===== config.mk =====
export PLATFORM = sky130hd
export DESIGN_NAME = dssc_top
export DESIGN_NICKNAME = d
export VERILOG_FILES = /design/src/logic/dssc_pkg.sv /design/src/logic/dssc_sync3.sv /design/src/logic/dssc_top.sv
export VERILOG_INCLUDE_DIRS = /design/src /design/src/logic
export SDC_FILE = /design/constraint.sdc
export NUM_CORES = 1
export LEC_CHECK = 0
export BUFFER_PORTS_ARGS = -buffer_cell sky130_fd_sc_hd__buf_2
export CAP_MARGIN = 20
export CORE_UTILIZATION = 24
export DETAILED_ROUTE_END_ITERATION = 8
export SLEW_MARGIN = 20
export SYNTH_ARGS = -nofsm -noshare
export SYNTH_HDL_FRONTEND = slang
export SYNTH_SLANG_ARGS = --single-unit

===== constraint.sdc =====
create_clock -name aclk -period 3.8 [get_ports aclk]
set_input_delay 0.19 -clock aclk [delete_from_list [all_inputs] [get_ports aclk]]
set_output_delay 0.19 -clock aclk [all_outputs]
set_load 0.01 [all_outputs]

===== src/logic/dssc_map.svh =====
// Address map, field positions and reset values of the divider start sync control
// Overview of operation
// - Bit 10 clear resynchronizes the divider start to the oscillator clock; set bypasses it.
// - Bit 11 clear runs sync logic only while oscillator or auxiliary clock present.
// - Bit 12 clear holds sync logic until the first lock indication was seen.
// - Bit 13 set gates sync logic on comparison frequency above about 600 kHz.
// - Bit 14 clear presets the reference divider while holdover_request_n is low.
// - Bits 16:15 trim feedback divider bias: 00 none, 01 about 20%, 10 about 30%.
`ifndef DSSC_MAP_SVH
`define DSSC_MAP_SVH

// ==========================================================================
// Register offsets (byte addresses)
`define DSSC_ADDR_CONFIG        4'h0
`define DSSC_ADDR_NV_IMAGE      4'h4
`define DSSC_ADDR_COMMAND       4'h8
`define DSSC_ADDR_STATUS        4'hC

// ==========================================================================
// Configuration fields
`define DSSC_BIT_START_BYPASS   10
`define DSSC_BIT_PRESENCE_BP    11
`define DSSC_BIT_LOCK_WAIT_BP   12
`define DSSC_BIT_LOW_FREQ_EN    13
`define DSSC_BIT_PRESET_DIS     14
`define DSSC_BIT_TRIM_LO        15
`define DSSC_BIT_TRIM_HI        16
`define DSSC_CONFIG_MASK        32'h0001FC00
`define DSSC_CONFIG_RESET       32'h00000000
// Synchronizer reset levels {hold_n, freq, lock, aux, osc, start}; hold_n idles high,
// so a zero reset would fake a holdover and preset the reference divider
`define DSSC_SYNC_INIT          6'h20

// ==========================================================================
// Command bits (write only, self clearing)
`define DSSC_CMD_STORE          0
`define DSSC_CMD_RELOAD         1
`define DSSC_CMD_CLEAR_LOCK     2

// ==========================================================================
// Status bits
`define DSSC_STS_RUNNING        0
`define DSSC_STS_LOCK_SEEN      1
`define DSSC_STS_CLOCKS_OK      2
`define DSSC_STS_FREQ_OK        3
`define DSSC_STS_PRESET         4
`define DSSC_STS_START          5
`define DSSC_STS_HOLD_N         6
`define DSSC_STS_LOCK           7

// ==========================================================================
// Bias trim codes
`define DSSC_TRIM_NONE          2'h0
`define DSSC_TRIM_20PCT         2'h1
`define DSSC_TRIM_30PCT         2'h2

// AXI responses
`define DSSC_RESP_OKAY          2'h0
`define DSSC_RESP_SLVERR        2'h2

`endif


===== src/logic/dssc_pkg.sv =====
// Types shared by the divider start sync control
package dssc_pkg;

  typedef enum logic [1:0] {
    DSSC_ST_WAIT = 2'h1,
    DSSC_ST_RUN  = 2'h2
  } dssc_state_t;

endpackage


===== src/logic/dssc_sync3.sv =====
// Three-stage input synchronizer that accepts a change once stages two and three agree
`timescale 1ns/1ns
module dssc_sync3 #(
  parameter int           W    = 1,
  // Reset value per bit; should match each pin's idle level
  parameter logic [W-1:0] INIT = '0
) (
  // Clock and reset
  input  wire logic         aclk,
  input  wire logic         aresetn,
  // Data
  input  wire logic [W-1:0] async_in,
  output logic      [W-1:0] sync_out
);

  logic [W-1:0] s1_reg;
  logic [W-1:0] s2_reg;
  logic [W-1:0] s3_reg;
  logic [W-1:0] out_reg;
  logic [W-1:0] out_next;

  // ==========================================================================
  // Agreement filter
  // Stage one is read only by stage two; the filter looks at two and three
  always_comb begin
    out_next = out_reg;
    for (int i = 0; i < W; i++) begin
      if (s2_reg[i] == s3_reg[i]) begin
        out_next[i] = s3_reg[i];
      end
    end
  end

  always_ff @(posedge aclk) begin
    if (!aresetn) begin
      s1_reg  <= INIT;
      s2_reg  <= INIT;
      s3_reg  <= INIT;
      out_reg <= INIT;
    end else begin
      s1_reg  <= async_in;
      s2_reg  <= s1_reg;
      s3_reg  <= s2_reg;
      out_reg <= out_next;
    end
  end

  assign sync_out = out_reg;

endmodule


===== src/logic/dssc_top.sv =====
// Divider start sync control with AXI4-Lite configuration registers
//
// The AXI4-Lite register port and the register addresses were decided locally.
`timescale 1ns/1ns
`include "dssc_map.svh"
module dssc_top (
  // Clock and reset
  input  wire logic        aclk,
  input  wire logic        aresetn,
  // AXI4-Lite write address
  input  wire logic        s_axi_awvalid,
  output logic             s_axi_awready,
  input  wire logic [3:0]  s_axi_awaddr,
  input  wire logic [2:0]  s_axi_awprot,
  // AXI4-Lite write data
  input  wire logic        s_axi_wvalid,
  output logic             s_axi_wready,
  input  wire logic [31:0] s_axi_wdata,
  input  wire logic [3:0]  s_axi_wstrb,
  // AXI4-Lite write response
  output logic             s_axi_bvalid,
  input  wire logic        s_axi_bready,
  output logic [1:0]       s_axi_bresp,
  // AXI4-Lite read address
  input  wire logic        s_axi_arvalid,
  output logic             s_axi_arready,
  input  wire logic [3:0]  s_axi_araddr,
  input  wire logic [2:0]  s_axi_arprot,
  // AXI4-Lite read data
  output logic             s_axi_rvalid,
  input  wire logic        s_axi_rready,
  output logic [31:0]      s_axi_rdata,
  output logic [1:0]       s_axi_rresp,
  // Pins sampled from outside the clock domain
  input  wire logic        divider_start,
  input  wire logic        osc_clock_present,
  input  wire logic        aux_clock_present,
  input  wire logic        pll_lock,
  input  wire logic        comp_freq_above,
  input  wire logic        holdover_request_n,
  // Divider controls
  output logic             divider_release,
  output logic             ref_divider_preset,
  output logic [1:0]       feedback_divider_bias_trim,
  output logic             bias_reduce_20pct,
  output logic             bias_reduce_30pct
);

  localparam int NSYNC = 6;

  // ==========================================================================
  // Input synchronizers
  logic [NSYNC-1:0] pins_sync;
  logic             start_sync;
  logic             osc_sync;
  logic             aux_sync;
  logic             lock_sync;
  logic             freq_sync;
  logic             hold_n_sync;

  dssc_sync3 #(
    .W    (NSYNC),
    .INIT (`DSSC_SYNC_INIT)
  ) u_sync (
    .aclk     (aclk),
    .aresetn  (aresetn),
    .async_in ({holdover_request_n, comp_freq_above, pll_lock,
                aux_clock_present, osc_clock_present, divider_start}),
    .sync_out (pins_sync)
  );

  assign start_sync  = pins_sync[0];
  assign osc_sync    = pins_sync[1];
  assign aux_sync    = pins_sync[2];
  assign lock_sync   = pins_sync[3];
  assign freq_sync   = pins_sync[4];
  assign hold_n_sync = pins_sync[5];

  // ==========================================================================
  // State
  logic                 aw_have_reg, aw_have_next;
  logic [3:0]           aw_addr_reg, aw_addr_next;
  logic                 w_have_reg, w_have_next;
  logic [31:0]          w_data_reg, w_data_next;
  logic [3:0]           w_strb_reg, w_strb_next;
  logic                 bvalid_reg, bvalid_next;
  logic [1:0]           bresp_reg, bresp_next;
  logic                 rvalid_reg, rvalid_next;
  logic [31:0]          rdata_reg, rdata_next;
  logic [1:0]           rresp_reg, rresp_next;
  logic [31:0]          cfg_reg, cfg_next;
  logic [31:0]          nv_reg, nv_next;
  logic                 lock_seen_reg, lock_seen_next;
  logic                 start_raw_reg, start_raw_next;
  logic                 release_reg, release_next;
  logic                 preset_reg, preset_next;
  logic [1:0]           trim_reg, trim_next;
  logic                 red20_reg, red20_next;
  logic                 red30_reg, red30_next;
  dssc_pkg::dssc_state_t state_reg, state_next;

  logic        do_write;
  logic        lock_clear;
  logic        clocks_ok;
  logic        lock_ok;
  logic        freq_ok;
  logic        gate_open;
  logic        start_sel;
  logic [31:0] status_word;

  // Byte lanes merge under the write strobes
  function automatic logic [31:0] merge_bytes(input logic [31:0] old_v,
                                             input logic [31:0] new_v,
                                             input logic [3:0]  strb);
    logic [31:0] res;
    res = old_v;
    for (int b = 0; b < 4; b++) begin
      if (strb[b]) begin
        res[b*8 +: 8] = new_v[b*8 +: 8];
      end
    end
    return res;
  endfunction

  // ==========================================================================
  // Gating conditions
  always_comb begin
    clocks_ok = cfg_reg[`DSSC_BIT_PRESENCE_BP] | osc_sync | aux_sync;
    lock_ok   = cfg_reg[`DSSC_BIT_LOCK_WAIT_BP] | lock_seen_reg;
    freq_ok   = ~cfg_reg[`DSSC_BIT_LOW_FREQ_EN] | freq_sync;
    gate_open = clocks_ok & lock_ok & freq_ok;
    // Bypass takes the pin through a single capture flop only, so the
    // release may follow a metastable sample; meant for diagnostics
    start_sel = cfg_reg[`DSSC_BIT_START_BYPASS] ? start_raw_reg : start_sync;
  end

  always_comb begin
    status_word                      = 32'h00000000;
    status_word[`DSSC_STS_RUNNING]   = release_reg;
    status_word[`DSSC_STS_LOCK_SEEN] = lock_seen_reg;
    status_word[`DSSC_STS_CLOCKS_OK] = clocks_ok;
    status_word[`DSSC_STS_FREQ_OK]   = freq_ok;
    status_word[`DSSC_STS_PRESET]    = preset_reg;
    status_word[`DSSC_STS_START]     = start_sel;
    status_word[`DSSC_STS_HOLD_N]    = hold_n_sync;
    status_word[`DSSC_STS_LOCK]      = lock_sync;
  end

  // ==========================================================================
  // AXI4-Lite slave
  assign s_axi_awready = ~aw_have_reg & ~bvalid_reg;
  assign s_axi_wready  = ~w_have_reg & ~bvalid_reg;
  assign s_axi_arready = ~rvalid_reg;
  assign do_write      = aw_have_reg & w_have_reg & ~bvalid_reg;

  always_comb begin
    aw_have_next = aw_have_reg;
    aw_addr_next = aw_addr_reg;
    w_have_next  = w_have_reg;
    w_data_next  = w_data_reg;
    w_strb_next  = w_strb_reg;
    bvalid_next  = bvalid_reg;
    bresp_next   = bresp_reg;
    rvalid_next  = rvalid_reg;
    rdata_next   = rdata_reg;
    rresp_next   = rresp_reg;
    cfg_next     = cfg_reg;
    nv_next      = nv_reg;
    lock_clear   = 1'b0;
    if (s_axi_awvalid && s_axi_awready) begin
      aw_have_next = 1'b1;
      aw_addr_next = s_axi_awaddr;
    end
    if (s_axi_wvalid && s_axi_wready) begin
      w_have_next = 1'b1;
      w_data_next = s_axi_wdata;
      w_strb_next = s_axi_wstrb;
    end
    if (do_write) begin
      aw_have_next = 1'b0;
      w_have_next  = 1'b0;
      bvalid_next  = 1'b1;
      bresp_next   = `DSSC_RESP_OKAY;
      unique case ({aw_addr_reg[3:2], 2'h0})
        `DSSC_ADDR_CONFIG: begin
          cfg_next = merge_bytes(cfg_reg, w_data_reg, w_strb_reg) & `DSSC_CONFIG_MASK;
        end
        `DSSC_ADDR_COMMAND: begin
          if (w_strb_reg[0]) begin
            if (w_data_reg[`DSSC_CMD_STORE]) begin
              nv_next = cfg_reg;
            end
            if (w_data_reg[`DSSC_CMD_RELOAD]) begin
              cfg_next = nv_reg & `DSSC_CONFIG_MASK;
            end
            lock_clear = w_data_reg[`DSSC_CMD_CLEAR_LOCK];
          end
        end
        default: begin
          bresp_next = `DSSC_RESP_SLVERR;
        end
      endcase
      if (aw_addr_reg[1:0] != 2'h0) begin
        bresp_next = `DSSC_RESP_SLVERR;
        cfg_next   = cfg_reg;
        nv_next    = nv_reg;
        lock_clear = 1'b0;
      end
    end else if (s_axi_bvalid && s_axi_bready) begin
      bvalid_next = 1'b0;
    end
    if (s_axi_arvalid && s_axi_arready) begin
      rvalid_next = 1'b1;
      rresp_next  = `DSSC_RESP_OKAY;
      rdata_next  = 32'h00000000;
      unique case ({s_axi_araddr[3:2], 2'h0})
        `DSSC_ADDR_CONFIG:   rdata_next = cfg_reg;
        `DSSC_ADDR_NV_IMAGE: rdata_next = nv_reg;
        `DSSC_ADDR_STATUS:   rdata_next = status_word;
        default:             rdata_next = 32'h00000000;
      endcase
      if (s_axi_araddr[1:0] != 2'h0) begin
        rresp_next = `DSSC_RESP_SLVERR;
        rdata_next = 32'h00000000;
      end
    end else if (s_axi_rvalid && s_axi_rready) begin
      rvalid_next = 1'b0;
    end
  end

  // ==========================================================================
  // Start release sequencing
  always_comb begin
    start_raw_next = divider_start;
    // A new lock wins over a clear arriving in the same cycle
    lock_seen_next = lock_sync | (lock_seen_reg & ~lock_clear);
    state_next     = state_reg;
    unique case (state_reg)
      dssc_pkg::DSSC_ST_WAIT: begin
        if (gate_open && start_sel) begin
          state_next = dssc_pkg::DSSC_ST_RUN;
        end
      end
      dssc_pkg::DSSC_ST_RUN: begin
        if (!gate_open || !start_sel) begin
          state_next = dssc_pkg::DSSC_ST_WAIT;
        end
      end
      default: begin
        state_next = dssc_pkg::DSSC_ST_WAIT;
      end
    endcase
    release_next = (state_next == dssc_pkg::DSSC_ST_RUN);
    preset_next  = ~cfg_reg[`DSSC_BIT_PRESET_DIS] & ~hold_n_sync;
    trim_next    = cfg_reg[`DSSC_BIT_TRIM_HI:`DSSC_BIT_TRIM_LO];
    // Code 11 is undefined and is treated as no reduction
    red20_next   = (trim_next == `DSSC_TRIM_20PCT);
    red30_next   = (trim_next == `DSSC_TRIM_30PCT);
  end

  // ==========================================================================
  // Registers
  always_ff @(posedge aclk) begin
    if (!aresetn) begin
      aw_have_reg   <= 1'b0;
      aw_addr_reg   <= 4'h0;
      w_have_reg    <= 1'b0;
      w_data_reg    <= 32'h00000000;
      w_strb_reg    <= 4'h0;
      bvalid_reg    <= 1'b0;
      bresp_reg     <= `DSSC_RESP_OKAY;
      rvalid_reg    <= 1'b0;
      rdata_reg     <= 32'h00000000;
      rresp_reg     <= `DSSC_RESP_OKAY;
      cfg_reg       <= `DSSC_CONFIG_RESET;
      lock_seen_reg <= 1'b0;
      start_raw_reg <= 1'b0;
      release_reg   <= 1'b0;
      preset_reg    <= 1'b0;
      trim_reg      <= `DSSC_TRIM_NONE;
      red20_reg     <= 1'b0;
      red30_reg     <= 1'b0;
      state_reg     <= dssc_pkg::DSSC_ST_WAIT;
    end else begin
      aw_have_reg   <= aw_have_next;
      aw_addr_reg   <= aw_addr_next;
      w_have_reg    <= w_have_next;
      w_data_reg    <= w_data_next;
      w_strb_reg    <= w_strb_next;
      bvalid_reg    <= bvalid_next;
      bresp_reg     <= bresp_next;
      rvalid_reg    <= rvalid_next;
      rdata_reg     <= rdata_next;
      rresp_reg     <= rresp_next;
      cfg_reg       <= cfg_next;
      lock_seen_reg <= lock_seen_next;
      start_raw_reg <= start_raw_next;
      release_reg   <= release_next;
      preset_reg    <= preset_next;
      trim_reg      <= trim_next;
      red20_reg     <= red20_next;
      red30_reg     <= red30_next;
      state_reg     <= state_next;
    end
  end

  // Nonvolatile image: deliberately untouched by reset so stored settings survive
  always_ff @(posedge aclk) begin
    nv_reg <= nv_next;
  end

  // ==========================================================================
  // Outputs
  assign s_axi_bvalid               = bvalid_reg;
  assign s_axi_bresp                = bresp_reg;
  assign s_axi_rvalid               = rvalid_reg;
  assign s_axi_rdata                = rdata_reg;
  assign s_axi_rresp                = rresp_reg;
  assign divider_release            = release_reg;
  assign ref_divider_preset         = preset_reg;
  assign feedback_divider_bias_trim = trim_reg;
  assign bias_reduce_20pct          = red20_reg;
  assign bias_reduce_30pct          = red30_reg;

endmodule


## After elaboration in Yosys (flattened, before gate mapping)

Index checks and enable logic that the tools add are counted.

| cells by class | value |
|---|---|
| reduce and logical (&&, ||, !) cells | 22 |
| bitwise operators | 23 |
| mux-type cells | 22 |
| eq/ne operators | 18 |

Operators by type and width:

| kind | number |
|---|---|
| 32-bit two-way mux | 3 |
| 32-bit case mux with 3 select lines | 1 |
| 32-bit case mux with 2 select lines | 1 |
| 6-bit AND reduction | 2 |
| 2-bit equality test (second input constant) | 5 |
| 1-bit two-way mux | 10 |
| 2-bit two-way mux | 5 |
| 1-bit NOT | 10 |
| 5-bit AND reduction | 2 |
| 2-bit nonzero test | 5 |
| 1-bit AND | 8 |
| 8-bit two-way mux | 1 |
| 2-bit != test (second input constant) | 4 |
| 1-bit equality test | 6 |
| 2-bit by 1-bit equality test with 1-bit output (second input constant) | 3 |
| 1-bit logical AND | 6 |
| 1-bit bitwise OR | 5 |
| 2-bit logical NOT | 2 |
| 2-bit case mux with 2 select lines | 1 |
| 2-bit OR reduction | 2 |
| 1-bit logical NOT | 2 |
| 1-bit logical OR | 1 |

| word-level totals | value |
|---|---|
| register bits after elaboration | 162 |
| output and inout port bits | 47 |
| logic and storage cells | 116 |

## Logic depth before layout (Yosys ltp)

Gate-level depths: netlist of the first run.

| depth | value |
|---|---|
| depth after elaboration | 9 |
| mapped depth | 6 |

## Modules after synthesis

Synthesis of the first run repeated with hierarchy kept, for this count alone.

| second synthesis, totals | value |
|---|---|
| cells, all modules | 346 |
| area total of the unflattened synthesis | 3442.1 µm² |

Modules (own cells, without submodules):

| module | instances | cells an instance | area each (µm²) |
|---|---|---|---|
| dssc_top | 1 | 284 | 2717.6 |
| dssc_sync3 | 1 | 62 | 724.4 |

## Least setup slack after synthesis of the first run

OpenSTA, ideal clock, no wires.

| timing path | value |
|---|---|
| kind | flip-flop to flip-flop |
| start point | reg aw_addr_reg[3] |
| end point | reg nv_reg[10] (enable) |
| period minus slack after synthesis | 1530 ps |
| cell stages (with the launch flop) | 6 |
| path slack | 2270 ps |
| library setup time | 326 ps |
| buffers on the path | 1 |
| arrival | 1204 ps |
| path through | dfxtp_1 > nor2b_1 > clkbuf_1 > nand3_1 > nor2_1 > and2_1 |

| between the ends | value |
|---|---|
| word-level cells in the longest chain between the ends | 2 |

RTL lines:

| item | line | source |
|---|---|---|
| start: declaration | dssc_top.sv:82 | `logic [3:0] aw_addr_reg, aw_addr_next;` |
| start signal: assignment | dssc_top.sv:286 | `aw_addr_reg <= aw_addr_next;` |
| 2-bit equality test | dssc_top.sv:184 | `unique case ({aw_addr_reg[3:2], 2'h0})` |
| 5-bit AND reduction (no source line) | n/a |  |
| end signal: assignment | dssc_top.sv:309 | `nv_reg <= nv_next;` |
| end: declaration | dssc_top.sv:92 | `logic [31:0] nv_reg, nv_next;` |

Every way passes these cells.
A chain may end at the register's enable or synchronous reset.

## Worst setup path after layout of the first run

Ends and elaborated chain as after synthesis.

==> results_tabular.tex, run 1 <==
\begin{tabular}{lr}
\hline
Metric & Value \\
\hline
\multicolumn{2}{l}{\textbf{Critical path}} \\
\quad Signal arrival time at the worst endpoint & 1960 ps \\
\quad Start of the worst register-to-register path & aw\_addr\_reg[3]\$\_SDFFE\_PN0P\_ \\
\quad Critical Path Start & aw\_addr\_reg[3]\$\_SDFFE\_PN0P\_ \\
\quad Required time at the endpoint of the critical path & 3800 ps \\
\quad Reg-to-Reg End & nv\_reg[10]\$\_DFFE\_PP\_ \\
\quad Critical path class & flip-flop to flip-flop \\
\quad CP startpoint kind & flip-flop \\
\quad R2R cell count & 4 \\
\quad Reg-to-reg slack, setup & 1840 ps \\
\quad Worst setup endpoint & nv\_reg[10]\$\_DFFE\_PP\_ \\
\quad CP Capture Type & flip-flop \\
\quad Worst-path fanout max & 8 \\
\multicolumn{2}{l}{\textbf{Die}} \\
\quad Row Count & 42 \\
\quad Die outline area & 14100 sq um \\
\quad Floorplan die width & 119 microns \\
\quad DIE HEIGHT & 119 microns \\
\quad Starting density of the core & 24.6\% \\
\quad Area inside the core boundary & 13300 sq um \\
\quad Io pins & 110 \\
\multicolumn{2}{l}{\textbf{Detailed routing}} \\
\quad Vias per std cell & 4.11 \\
\quad Detailed Route Iter0 Violations & 93 \\
\quad Pre-Repair DR Iteration Count & 4 \\
\quad Detailed-route wire length per cell & 11.6 microns \\
\quad Routed WL & 6.71 mm \\
\quad Total vias in the final route & 2380 \\
\quad Antenna violation net count after detailed routing & 0 \\
\quad Residual DRC & 0 \\
\multicolumn{2}{l}{\textbf{Hold path}} \\
\quad Number of instances on the worst hold path & 2 \\
\quad Min-delay worst type & input pin to flip-flop \\
\multicolumn{2}{l}{\textbf{Layout}} \\
\quad Net count reported at finish & 463 \\
\quad Signed area change from the synthesized netlist to the final layout & 21.0\% \\
\quad Max reg flops & 15 \\
\quad Ant diodes & 0 \\
\quad Ratio of cells with drive above 1 in the final layout & 21.3\% \\
\quad Final Core Density & 29.8\% \\
\quad Number of non-filler instances in the completed layout & 579 \\
\multicolumn{2}{l}{\textbf{Clock network}} \\
\quad Count of buffers added by post-CTS timing repair for setup & 0 \\
\quad Later-pin clock latency in the skew report & 330 ps \\
\quad CTS root buffer & sky130\_fd\_sc\_hd\_\_clkbuf\_16 \\
\quad Clock tree from TritonCTS & built \\
\quad CTS Hold Buffers Added & 0 \\
\quad Clock tree sinks & 85 \\
\quad Number of levels the H-tree was split into & 3 \\
\quad Post-cts sizing count & 0 \\
\quad Inserted Clock Buffers & 9 \\
\quad Buffer levels on the longest clock path & 2 \\
\quad Clock-pin slew on the worst setup and hold paths & 70 ps \\
\multicolumn{2}{l}{\textbf{Global routing}} \\
\quad Remaining global-route overflow & 0 \\
\quad Antenna violations before repair & 0 \\
\quad Via count of the first global-routing pass & 2411 \\
\quad Largest net degree at the start of global routing & 45 \\
\quad Overall global routing resource usage & 10.2\% \\
\quad First-pass GRT wire length & 11.4 mm \\
\multicolumn{2}{l}{\textbf{Yosys}} \\
\quad Proportion of register bits with asynchronous set or reset after synthesis & 0\% \\
\quad Main synth FF type & sky130\_fd\_sc\_hd\_\_dfxtp\_1 \\
\quad Cell type with the highest aggregate area in the netlist & sky130\_fd\_sc\_hd\_\_dfxtp\_1 \\
\quad Number of enable flip-flop cells after synthesis & 7 \\
\quad Part of the Yosys area used for sequential elements & 54.1\% \\
\quad Share of the synthesized area in the top cell type & 47.7\% \\
\quad Leading cell type by number of instances after synthesis & sky130\_fd\_sc\_hd\_\_dfxtp\_1 \\
\quad Yosys cell types & 39 \\
\quad Cells after synthesis & 343 \\
\quad Count of warnings emitted by yosys & 0 \\
\quad FF+latch count, synth & 85 \\
\quad Synth Cell Area & 3270 sq um \\
\quad Synth cell count leaders & sky130\_fd\_sc\_hd\_\_dfxtp\_1 (78), sky130\_fd\_sc\_hd\_\_nand2\_1 (47), sky130\_fd\_sc\_hd\_\_a21oi\_1 (29) \\
\quad Largest cells by area after synthesis & sky130\_fd\_sc\_hd\_\_dfxtp\_1 (48\%), sky130\_fd\_sc\_hd\_\_edfxtp\_1 (6.4\%), sky130\_fd\_sc\_hd\_\_nand2\_1 (5.4\%), sky130\_fd\_sc\_hd\_\_and2\_1 (5.2\%), sky130\_fd\_sc\_hd\_\_a21oi\_1 (4.4\%) \\
\quad Mapped Avg Cell Area & 9.55 sq um \\
\multicolumn{2}{l}{\textbf{Timing}} \\
\quad Final worst path period need & 1960 ps \\
\quad Achievable frequency & 0.511 GHz \\
\quad Final max-slew violation count & 0 \\
\quad Count of endpoints failing hold in the final timing report & 0 \\
\quad Pin slew with the least headroom to its limit & 769 ps \\
\quad Worst clock skew on the final layout & 4.98 ps \\
\quad Final total negative setup slack & 0 ps \\
\quad Final Cycle Share & 51.5\% \\
\quad Worst rel slew slack & 48.7\% \\
\quad Unrepaired setup endpoints after global routing & false \\
\quad Number of setup violations in the final report & 0 \\
\multicolumn{2}{l}{\textbf{Pwr}} \\
\quad Internal & 1.48 mW \\
\quad Net load switching power & 477 uW \\
\quad Maximum vdd drop & 0.000210 V \\
\quad Switching share of total power & 24.4\% \\
\quad Power per cell area & 494 nW/um\^{}2 \\
\quad Clk pwr share & 44.9\% \\
\quad Pleak & 1.61 nW \\
\quad Sequential Power Share & 48.4\% \\
\quad Combinational share of power & 6.6\% \\
\multicolumn{2}{l}{\textbf{Placed design}} \\
\quad Routability cong. & 0.735 \\
\quad HPWL after detailed placement & 5.07 mm \\
\quad Number of I/O port buffers & 61 \\
\quad Dpl cells & 563 \\
\multicolumn{2}{l}{\textbf{Status}} \\
\quad Status & finished, final reports clean \\
\multicolumn{2}{l}{\textbf{Job}} \\
\quad Max-cap violations & 0 \\
\hline
\end{tabular}
==> placed cells by master, fill, tap and decap left out, types with 5 or more instances in the layout <==
master,synthesis,layout
sky130_fd_sc_hd__a21oi_1,29,29
sky130_fd_sc_hd__a22oi_1,8,8
sky130_fd_sc_hd__and2_1,27,27
sky130_fd_sc_hd__buf_2,2,61
sky130_fd_sc_hd__clkbuf_16,0,10
sky130_fd_sc_hd__conb_1,1,19
sky130_fd_sc_hd__dfxtp_1,78,78
sky130_fd_sc_hd__edfxtp_1,7,7
sky130_fd_sc_hd__inv_1,7,7
sky130_fd_sc_hd__mux2i_1,12,12
sky130_fd_sc_hd__nand2_1,47,47
sky130_fd_sc_hd__nand2b_1,11,11
sky130_fd_sc_hd__nand3_1,8,8
sky130_fd_sc_hd__nor2_1,25,25
sky130_fd_sc_hd__nor3_1,5,5
sky130_fd_sc_hd__o21ai_0,9,9
sky130_fd_sc_hd__o21ai_1,7,7
==> power groups by stage <==
stage | registers, mW | clock network [mW] | logic (mW)
after CTS | 0.947 | 0.899 | 0.131
after floorplan | 0.963 | 0 | 0.107
final | 0.947 | 0.879 | 0.130
after global routing | 0.951 | 0.937 | 0.148
after detailed placement | 0.967 | 0 | 0.131
after global placement | 0.966 | 0 | 0.127
==> layout make-up <==
| class | count | area (sq um) |
|---|---|---|
| fillers | 1383 | 9330 |
| flip-flops and latches | 85 | 1770 |
| multi-input cells | 233 | 1330 |
| repair buffers | 61 | 305 |
| clock buffers | 10 | 250 |
| well taps | 176 | 220 |
| clock inverters | 6 | 57.6 |
| inverters | 8 | 30.0 |
==> cells by family (layout without fill, tap and decap cells) <==
family,count (synthesis),in the layout,synth area share (%)
simple gates,133,133,20.3
flops,85,85,54.1
mux,13,13,4.01
compound gates,66,66,13.3
buf+inv,43,85,7.45
fa+ha+maj,2,2,0.764
other cells,1,19,0.115
==> how the worst min path moves through the flow <==
stage | to | slack, ps | start
4_1_cts | u_sync.s1_reg[5]$_SDFF_PN1_ | 20 | holdover_request_n
3_5_place_dp | u_sync.s1_reg[5]$_SDFF_PN1_ | 380 | holdover_request_n
3_3_place_gp | u_sync.s1_reg[5]$_SDFF_PN1_ | 380 | holdover_request_n
2_1_floorplan | u_sync.s1_reg[5]$_SDFF_PN1_ | 290 | holdover_request_n
6_report | u_sync.s1_reg[5]$_SDFF_PN1_ | 30 | holdover_request_n
5_1_grt | u_sync.s1_reg[5]$_SDFF_PN1_ | 40 | holdover_request_n
==> stage by stage <==
step | setup slack, ps | hold WS (ps) | total power [mW] | area [sq um]
floorplan | 2270 | 291 | 1.07 | 3340
global placement | 1800 | 381 | 1.09 | 3650
detailed placement | 1800 | 380 | 1.10 | 3650
CTS | 1770 | 20.2 | 1.98 | 3960
global route | 1660 | 45.0 | 2.04 | 3960
finish | 1840 | 30.1 | 1.96 | 3960
==> critical path, stage by stage (launching register included) <==
cell and delay [ps]:
sky130_fd_sc_hd__dfxtp_1 400, sky130_fd_sc_hd__nor2b_1 510, sky130_fd_sc_hd__nand3_1 140, sky130_fd_sc_hd__nor2_1 200, sky130_fd_sc_hd__and2_1 370
==> per-layer routing <==
metal / track usage [%] / share of wire (%)
met4: 5.30 / 2.0
met3: 3.14 / 4.6
met2: 16.7 / 47
met1: 12.0 / 46
met5: 0 / 0
(Power assumes the default switching activity.)
==> run 2: changes to the inputs <==
==> constraint.sdc (replaced) <==
create_clock -name aclk -period 2 [get_ports aclk]
set_input_delay 0.1 -clock aclk [delete_from_list [all_inputs] [get_ports aclk]]
set_output_delay 0.1 -clock aclk [all_outputs]
set_load 0.01 [all_outputs]
==> results_tabular.tex, run 2 (same netlist as run 1, synthesis figures left out) <==
\begin{tabular}{lr}
\hline
Metric & Value \\
\hline
\multicolumn{2}{l}{\textbf{Layout}} \\
\quad Leading cell type in the layout, fill and taps excluded & sky130\_fd\_sc\_hd\_\_dfxtp\_1 \\
\quad Total area of sequential cells & 1770 sq um \\
\quad Ant diodes & 0 \\
\quad Multi-input gate area in the final layout & 1330 sq um \\
\quad Max reg flops & 15 \\
\quad Highest-count cells in the layout ignoring fill and taps & sky130\_fd\_sc\_hd\_\_dfxtp\_1 (78), sky130\_fd\_sc\_hd\_\_buf\_2 (61), sky130\_fd\_sc\_hd\_\_nand2\_1 (47) \\
\quad Ratio of cells with drive above 1 in the final layout & 21.2\% \\
\quad Filler Cells Inserted & 1389 \\
\quad Net count reported at finish & 479 \\
\quad Signed area change from the synthesized netlist to the final layout & 25.5\% \\
\multicolumn{2}{l}{\textbf{Timing}} \\
\quad Count of endpoints failing hold in the final timing report & 0 \\
\quad Worst rel slew slack & 47.2\% \\
\quad Number of setup violations in the final report & 0 \\
\quad Final max-slew violation count & 0 \\
\quad Worst hold margin & 12.7 ps \\
\quad Pin slew with the least headroom to its limit & 791 ps \\
\quad Worst clock skew on the final layout & 6.88 ps \\
\quad Final total negative setup slack & 0 ps \\
\quad Final worst path period need & 1710 ps \\
\quad Final Cycle Share & 85.7\% \\
\quad Achievable frequency & 0.584 GHz \\
\quad Unrepaired setup endpoints after global routing & false \\
\multicolumn{2}{l}{\textbf{Hold path}} \\
\quad Hold Crit Endpoint & w\_data\_reg[1]\$\_SDFFE\_PN0P\_ \\
\quad Min-delay worst type & input pin to flip-flop \\
\quad Number of instances on the worst hold path & 3 \\
\quad Hold path startpoint & s\_axi\_wdata[1] \\
\multicolumn{2}{l}{\textbf{Clock network}} \\
\quad Clock-pin slew on the worst setup and hold paths & 60 ps \\
\quad Inserted Clock Buffers & 9 \\
\quad Later-pin clock latency in the skew report & 340 ps \\
\quad Clock tree from TritonCTS & built \\
\quad CTS root buffer & sky130\_fd\_sc\_hd\_\_clkbuf\_16 \\
\quad Post-cts sizing count & 0 \\
\quad Clock tree sinks & 85 \\
\quad Number of levels the H-tree was split into & 3 \\
\quad Buffer levels on the longest clock path & 2 \\
\multicolumn{2}{l}{\textbf{Detailed routing}} \\
\quad Total vias in the final route & 2419 \\
\quad Residual DRC & 0 \\
\quad Detailed-route wire length per cell & 11.2 microns \\
\quad Antenna violation net count after detailed routing & 0 \\
\quad Routed WL & 6.67 mm \\
\quad Vias per std cell & 4.07 \\
\quad Pre-Repair DR Iteration Count & 4 \\
\quad Detailed Route Iter0 Violations & 101 \\
\multicolumn{2}{l}{\textbf{Pwr}} \\
\quad Pleak & 1.68 nW \\
\quad Combinational share of power & 7.2\% \\
\quad Maximum vdd drop & 0.000513 V \\
\quad Sequential Power Share & 47.9\% \\
\quad Power per cell area & 914 nW/um\^{}2 \\
\quad Internal & 2.86 mW \\
\quad Switching share of total power & 23.7\% \\
\quad Clk pwr share & 44.9\% \\
\quad Net load switching power & 892 uW \\
\multicolumn{2}{l}{\textbf{Die}} \\
\quad Area inside the core boundary & 13300 sq um \\
\quad Io pins & 110 \\
\quad Die outline area & 14100 sq um \\
\quad Floorplan die width & 119 microns \\
\quad Starting density of the core & 24.6\% \\
\quad DIE HEIGHT & 119 microns \\
\quad Row Count & 42 \\
\multicolumn{2}{l}{\textbf{Critical path}} \\
\quad Worst-path fanout max & 12 \\
\quad Start of the worst register-to-register path & s\_axi\_bvalid\$\_SDFFE\_PN0P\_ \\
\quad Reg-to-Reg End & cfg\_reg[13]\$\_SDFFE\_PN0P\_ \\
\quad Critical path class & flip-flop to flip-flop \\
\quad Signal arrival time at the worst endpoint & 1960 ps \\
\quad R2R cell count & 4 \\
\quad Required time at the endpoint of the critical path & 2250 ps \\
\quad CP startpoint kind & flip-flop \\
\quad CP Capture Type & flip-flop \\
\quad Reg-to-reg slack, setup & 290 ps \\
\multicolumn{2}{l}{\textbf{Global routing}} \\
\quad Largest net degree at the start of global routing & 45 \\
\quad Overall global routing resource usage & 9.82\% \\
\quad First-pass GRT wire length & 10.9 mm \\
\quad Remaining global-route overflow & 0 \\
\quad Antenna violations before repair & 0 \\
\quad Via count of the first global-routing pass & 2350 \\
\multicolumn{2}{l}{\textbf{Placed design}} \\
\quad Number of I/O port buffers & 61 \\
\quad HPWL after detailed placement & 5.07 mm \\
\quad Routability cong. & 0.738 \\
\multicolumn{2}{l}{\textbf{Job}} \\
\quad Max-cap violations & 0 \\
\multicolumn{2}{l}{\textbf{Status}} \\
\quad Status & finished, final reports clean \\
\hline
\end{tabular}
==> run 2: cell types whose count changed in the layout (fill, tap and decap cells not counted) <==
| cell | previous run | this run |
|---|---|---|
| sky130_fd_sc_hd__clkbuf_16 | 10 | 9 |
| sky130_fd_sc_hd__clkinv_4 | 1 | 2 |
| sky130_fd_sc_hd__inv_8 | 2 | 0 |
| sky130_fd_sc_hd__clkinv_2 | 0 | 1 |
| sky130_fd_sc_hd__bufinv_16 | 0 | 1 |
| sky130_fd_sc_hd__dlygate4sd3_1 | 0 | 13 |
| sky130_fd_sc_hd__buf_4 | 0 | 3 |
==> run 2: worst max-delay path by stage <==
stage | start | cells past startpoint | end
floorplan | aw_addr_reg[3]$_SDFFE_PN0P_ | 5 | nv_reg[10]$_DFFE_PP_
global placement | s_axi_bvalid$_SDFFE_PN0P_ | 4 | cfg_reg[10]$_SDFFE_PN0P_
detailed placement | s_axi_bvalid$_SDFFE_PN0P_ | 4 | cfg_reg[13]$_SDFFE_PN0P_
CTS | s_axi_bvalid$_SDFFE_PN0P_ | 4 | cfg_reg[13]$_SDFFE_PN0P_
global route | s_axi_bvalid$_SDFFE_PN0P_ | 4 | cfg_reg[13]$_SDFFE_PN0P_
finish | s_axi_bvalid$_SDFFE_PN0P_ | 4 | cfg_reg[13]$_SDFFE_PN0P_
==> run 2: repair_timing <==
action,in CTS,in global routing
buffers inserted,0,0
endpoints found under the hold margin,13,0
hold buffers,13,0
==> run 2: cell type report <==
class                   instances  area share, %
inverters                       8          0.731
flip-flops and latches         85           43.1
multi-input cells             233           32.3
clock inverters                 7           1.92
well taps                     176           5.36
clock buffers                   9           5.48
repair buffers                 77           11.1
==> run 2: metrics by stage <==
| step | cells | utilization (%) | worst slack, ps | cell area (sq um) | power [mW] |
|---|---|---|---|---|---|
| floorplan | 361 | - | 470 | 3340 | 2.03 |
| global placement | 566 | 27.6 | 350 | 3680 | 2.08 |
| detailed placement | 566 | 27.6 | 287 | 3680 | 2.09 |
| CTS | 595 | 30.9 | 275 | 4110 | 3.80 |
| global route | 595 | 30.9 | 85.5 | 4110 | 3.90 |
| finish | 595 | 30.9 | 286 | 4110 | 3.76 |
==> run 2: power groups by stage <==
stage	clock, mW	combinational [mW]	sequential (mW)
6_report	1.69	0.272	1.80
5_1_grt	1.79	0.304	1.81
4_1_cts	1.72	0.274	1.80
3_5_place_dp	0	0.254	1.84
3_3_place_gp	0	0.247	1.83
2_1_floorplan	0	0.203	1.83
==> run 2: layer usage <==
metal  global-route usage [%]  wire length (microns)  share of wire (%)
met3                     2.85                    263                3.9
met1                     11.6                   3150                 47
met2                     16.4                   3150                 47
met4                     4.27                    110                1.6
met5                        0                      0                  0
==> run 2: worst max-delay path, stage by stage (launching register included) <==
cell,delay (ps)
sky130_fd_sc_hd__dfxtp_1,360
sky130_fd_sc_hd__nand3b_1,310
sky130_fd_sc_hd__a211oi_4,600
sky130_fd_sc_hd__nor2_1,110
sky130_fd_sc_hd__a311oi_2,250
==> run 3: changes to the inputs <==
--- a/config.mk
+++ b/config.mk
@@ -10,6 +10,7 @@
 export CAP_MARGIN = 20
 export CORE_UTILIZATION = 24
 export DETAILED_ROUTE_END_ITERATION = 8
+export REMOVE_ABC_BUFFERS = 1
 export SLEW_MARGIN = 20
 export SYNTH_ARGS = -nofsm -noshare
 export SYNTH_HDL_FRONTEND = slang
==> results_tabular.tex, run 3 (same netlist as run 1, synthesis figures left out) <==
\begin{tabular}{lr}
\hline
Metric & Value \\
\hline
\multicolumn{2}{l}{\textbf{Status}} \\
\quad Status & finished, final reports clean \\
\multicolumn{2}{l}{\textbf{Hold path}} \\
\quad Min-delay worst type & input pin to flip-flop \\
\multicolumn{2}{l}{\textbf{Timing}} \\
\quad Final worst path period need & 1760 ps \\
\quad Final total negative setup slack & 0 ps \\
\quad Pin slew with the least headroom to its limit & 842 ps \\
\quad Number of setup violations in the final report & 0 \\
\quad Achievable frequency & 0.569 GHz \\
\quad Worst rel slew slack & 43.8\% \\
\quad Final max-slew violation count & 0 \\
\quad Count of endpoints failing hold in the final timing report & 0 \\
\quad Worst clock skew on the final layout & 11.3 ps \\
\quad Final Cycle Share & 87.9\% \\
\quad Unrepaired setup endpoints after global routing & false \\
\multicolumn{2}{l}{\textbf{Global routing}} \\
\quad Remaining global-route overflow & 0 \\
\quad Overall global routing resource usage & 10.6\% \\
\quad First-pass GRT wire length & 11.7 mm \\
\quad Antenna violations before repair & 0 \\
\quad Largest net degree at the start of global routing & 45 \\
\quad Via count of the first global-routing pass & 2431 \\
\multicolumn{2}{l}{\textbf{Placed design}} \\
\quad Routability cong. & 0.777 \\
\quad HPWL after detailed placement & 5.18 mm \\
\quad Number of I/O port buffers & 61 \\
\quad Placed Instance Area & 3680 sq um \\
\multicolumn{2}{l}{\textbf{Layout}} \\
\quad Ratio of cells with drive above 1 in the final layout & 21.2\% \\
\quad Leading cell type in the layout, fill and taps excluded & sky130\_fd\_sc\_hd\_\_dfxtp\_1 \\
\quad Max reg flops & 15 \\
\quad Filler Cells Inserted & 1400 \\
\quad Highest-count cells in the layout ignoring fill and taps & sky130\_fd\_sc\_hd\_\_dfxtp\_1 (78), sky130\_fd\_sc\_hd\_\_buf\_2 (61), sky130\_fd\_sc\_hd\_\_nand2\_1 (47) \\
\quad Ant diodes & 0 \\
\quad Net count reported at finish & 475 \\
\quad Signed area change from the synthesized netlist to the final layout & 23.7\% \\
\quad Cell area after layout & 4050 sq um \\
\multicolumn{2}{l}{\textbf{Critical path}} \\
\quad Reg-to-Reg End & cfg\_reg[14]\$\_SDFFE\_PN0P\_ \\
\quad CP startpoint kind & flip-flop \\
\quad CP Capture Type & flip-flop \\
\quad Critical path class & flip-flop to flip-flop \\
\quad Worst-path fanout max & 12 \\
\quad R2R cell count & 4 \\
\quad Required time at the endpoint of the critical path & 2230 ps \\
\quad Worst setup endpoint & cfg\_reg[14]\$\_SDFFE\_PN0P\_ \\
\quad Critical Path Start & s\_axi\_bvalid\$\_SDFFE\_PN0P\_ \\
\quad Start of the worst register-to-register path & s\_axi\_bvalid\$\_SDFFE\_PN0P\_ \\
\quad Signal arrival time at the worst endpoint & 1990 ps \\
\quad Reg-to-reg slack, setup & 240 ps \\
\multicolumn{2}{l}{\textbf{Die}} \\
\quad Area inside the core boundary & 13300 sq um \\
\quad Starting density of the core & 24.6\% \\
\quad DIE HEIGHT & 119 microns \\
\quad Die outline area & 14100 sq um \\
\quad Row Count & 42 \\
\quad Io pins & 110 \\
\quad Floorplan die width & 119 microns \\
\multicolumn{2}{l}{\textbf{Clock network}} \\
\quad Number of levels the H-tree was split into & 3 \\
\quad Inserted Clock Buffers & 9 \\
\quad Clock tree from TritonCTS & built \\
\quad CTS root buffer & sky130\_fd\_sc\_hd\_\_clkbuf\_16 \\
\quad Clock tree sinks & 85 \\
\quad Post-cts sizing count & 0 \\
\quad Clock-pin slew on the worst setup and hold paths & 70 ps \\
\quad Later-pin clock latency in the skew report & 340 ps \\
\quad Buffer levels on the longest clock path & 2 \\
\multicolumn{2}{l}{\textbf{Detailed routing}} \\
\quad Residual DRC & 0 \\
\quad Pre-Repair DR Iteration Count & 4 \\
\quad Antenna violation net count after detailed routing & 0 \\
\quad Vias per std cell & 4.23 \\
\quad Total vias in the final route & 2502 \\
\quad Detailed-route wire length per cell & 11.9 microns \\
\quad Routed WL & 7.03 mm \\
\quad Detailed Route Iter0 Violations & 109 \\
\multicolumn{2}{l}{\textbf{Pwr}} \\
\quad Maximum vdd drop & 0.000440 V \\
\quad Pleak & 1.65 nW \\
\quad Power per cell area & 898 nW/um\^{}2 \\
\multicolumn{2}{l}{\textbf{Job}} \\
\quad Max-cap violations & 0 \\
\hline
\end{tabular}
## run 3: worst max-delay path, stage by stage (launching register included)
cell	delay, ps
sky130_fd_sc_hd__dfxtp_1	360
sky130_fd_sc_hd__nand3b_1	300
sky130_fd_sc_hd__a211oi_4	610
sky130_fd_sc_hd__nor2_1	130
sky130_fd_sc_hd__a311oi_2	270
## run 3: repair_timing
item                      in CTS  in global routing
hold buffers                   9                  0
hold endpoints to repair       9                  0
setup buffers                  0                  0
## run 3: report_power, final
| group | leakage [nW] | switching (mW) | internal (mW) |
|---|---|---|---|
| Sequential | 0.701 | 0.0344 | 1.77 |
| Clock | 0.140 | 0.700 | 0.868 |
| Combinational | 0.807 | 0.159 | 0.111 |
| Total | 1.65 | 0.894 | 2.74 |
## run 3: area by class of cell
cell class	count	area (sq um)	area share [%]
repair buffers	73	418	10.3
flip-flops and latches	85	1770	43.7
clock inverters	6	55.1	1.36
inverters	8	30.0	0.741
clock buffers	10	229	5.65
well taps	176	220	5.44
multi-input cells	233	1330	32.7
## run 3: how the worst min path moves through the flow
stage	end	from	slack (ps)	depth (start not counted)
after floorplan	u_sync.s1_reg[5]$_SDFF_PN1_	aresetn	170	1
after global placement	u_sync.s1_reg[5]$_SDFF_PN1_	holdover_request_n	290	2
after detailed placement	u_sync.s1_reg[5]$_SDFF_PN1_	holdover_request_n	290	2
after CTS	w_strb_reg[2]$_SDFFE_PN0P_	s_axi_wstrb[2]	0.09	3
after global routing	s_axi_rvalid$_SDFFE_PN0P_	s_axi_rready	10	3
final	w_strb_reg[2]$_SDFFE_PN0P_	s_axi_wstrb[2]	10	3
## run 3: metal layers
layer	GRT usage, %	up-vias	part of all wire (%)
met5	0	-	0
met3	3.28	6	5.5
met4	3.88	0	1.0
met1	13.2	1162	48
li1	-	1251	-
met2	17.1	83	46
## run 3: through the flow
step	instances	total power, mW	setup WS (ps)	util, %	hold slack (ps)
after floorplan	326	1.99	428	-	173
after CTS	591	3.68	242	30.5	0.0928
after detailed placement	566	2.10	273	27.6	288
after global placement	566	2.09	362	27.6	291
after global routing	591	3.80	63.1	30.5	10.5
final	591	3.64	242	30.5	12.1
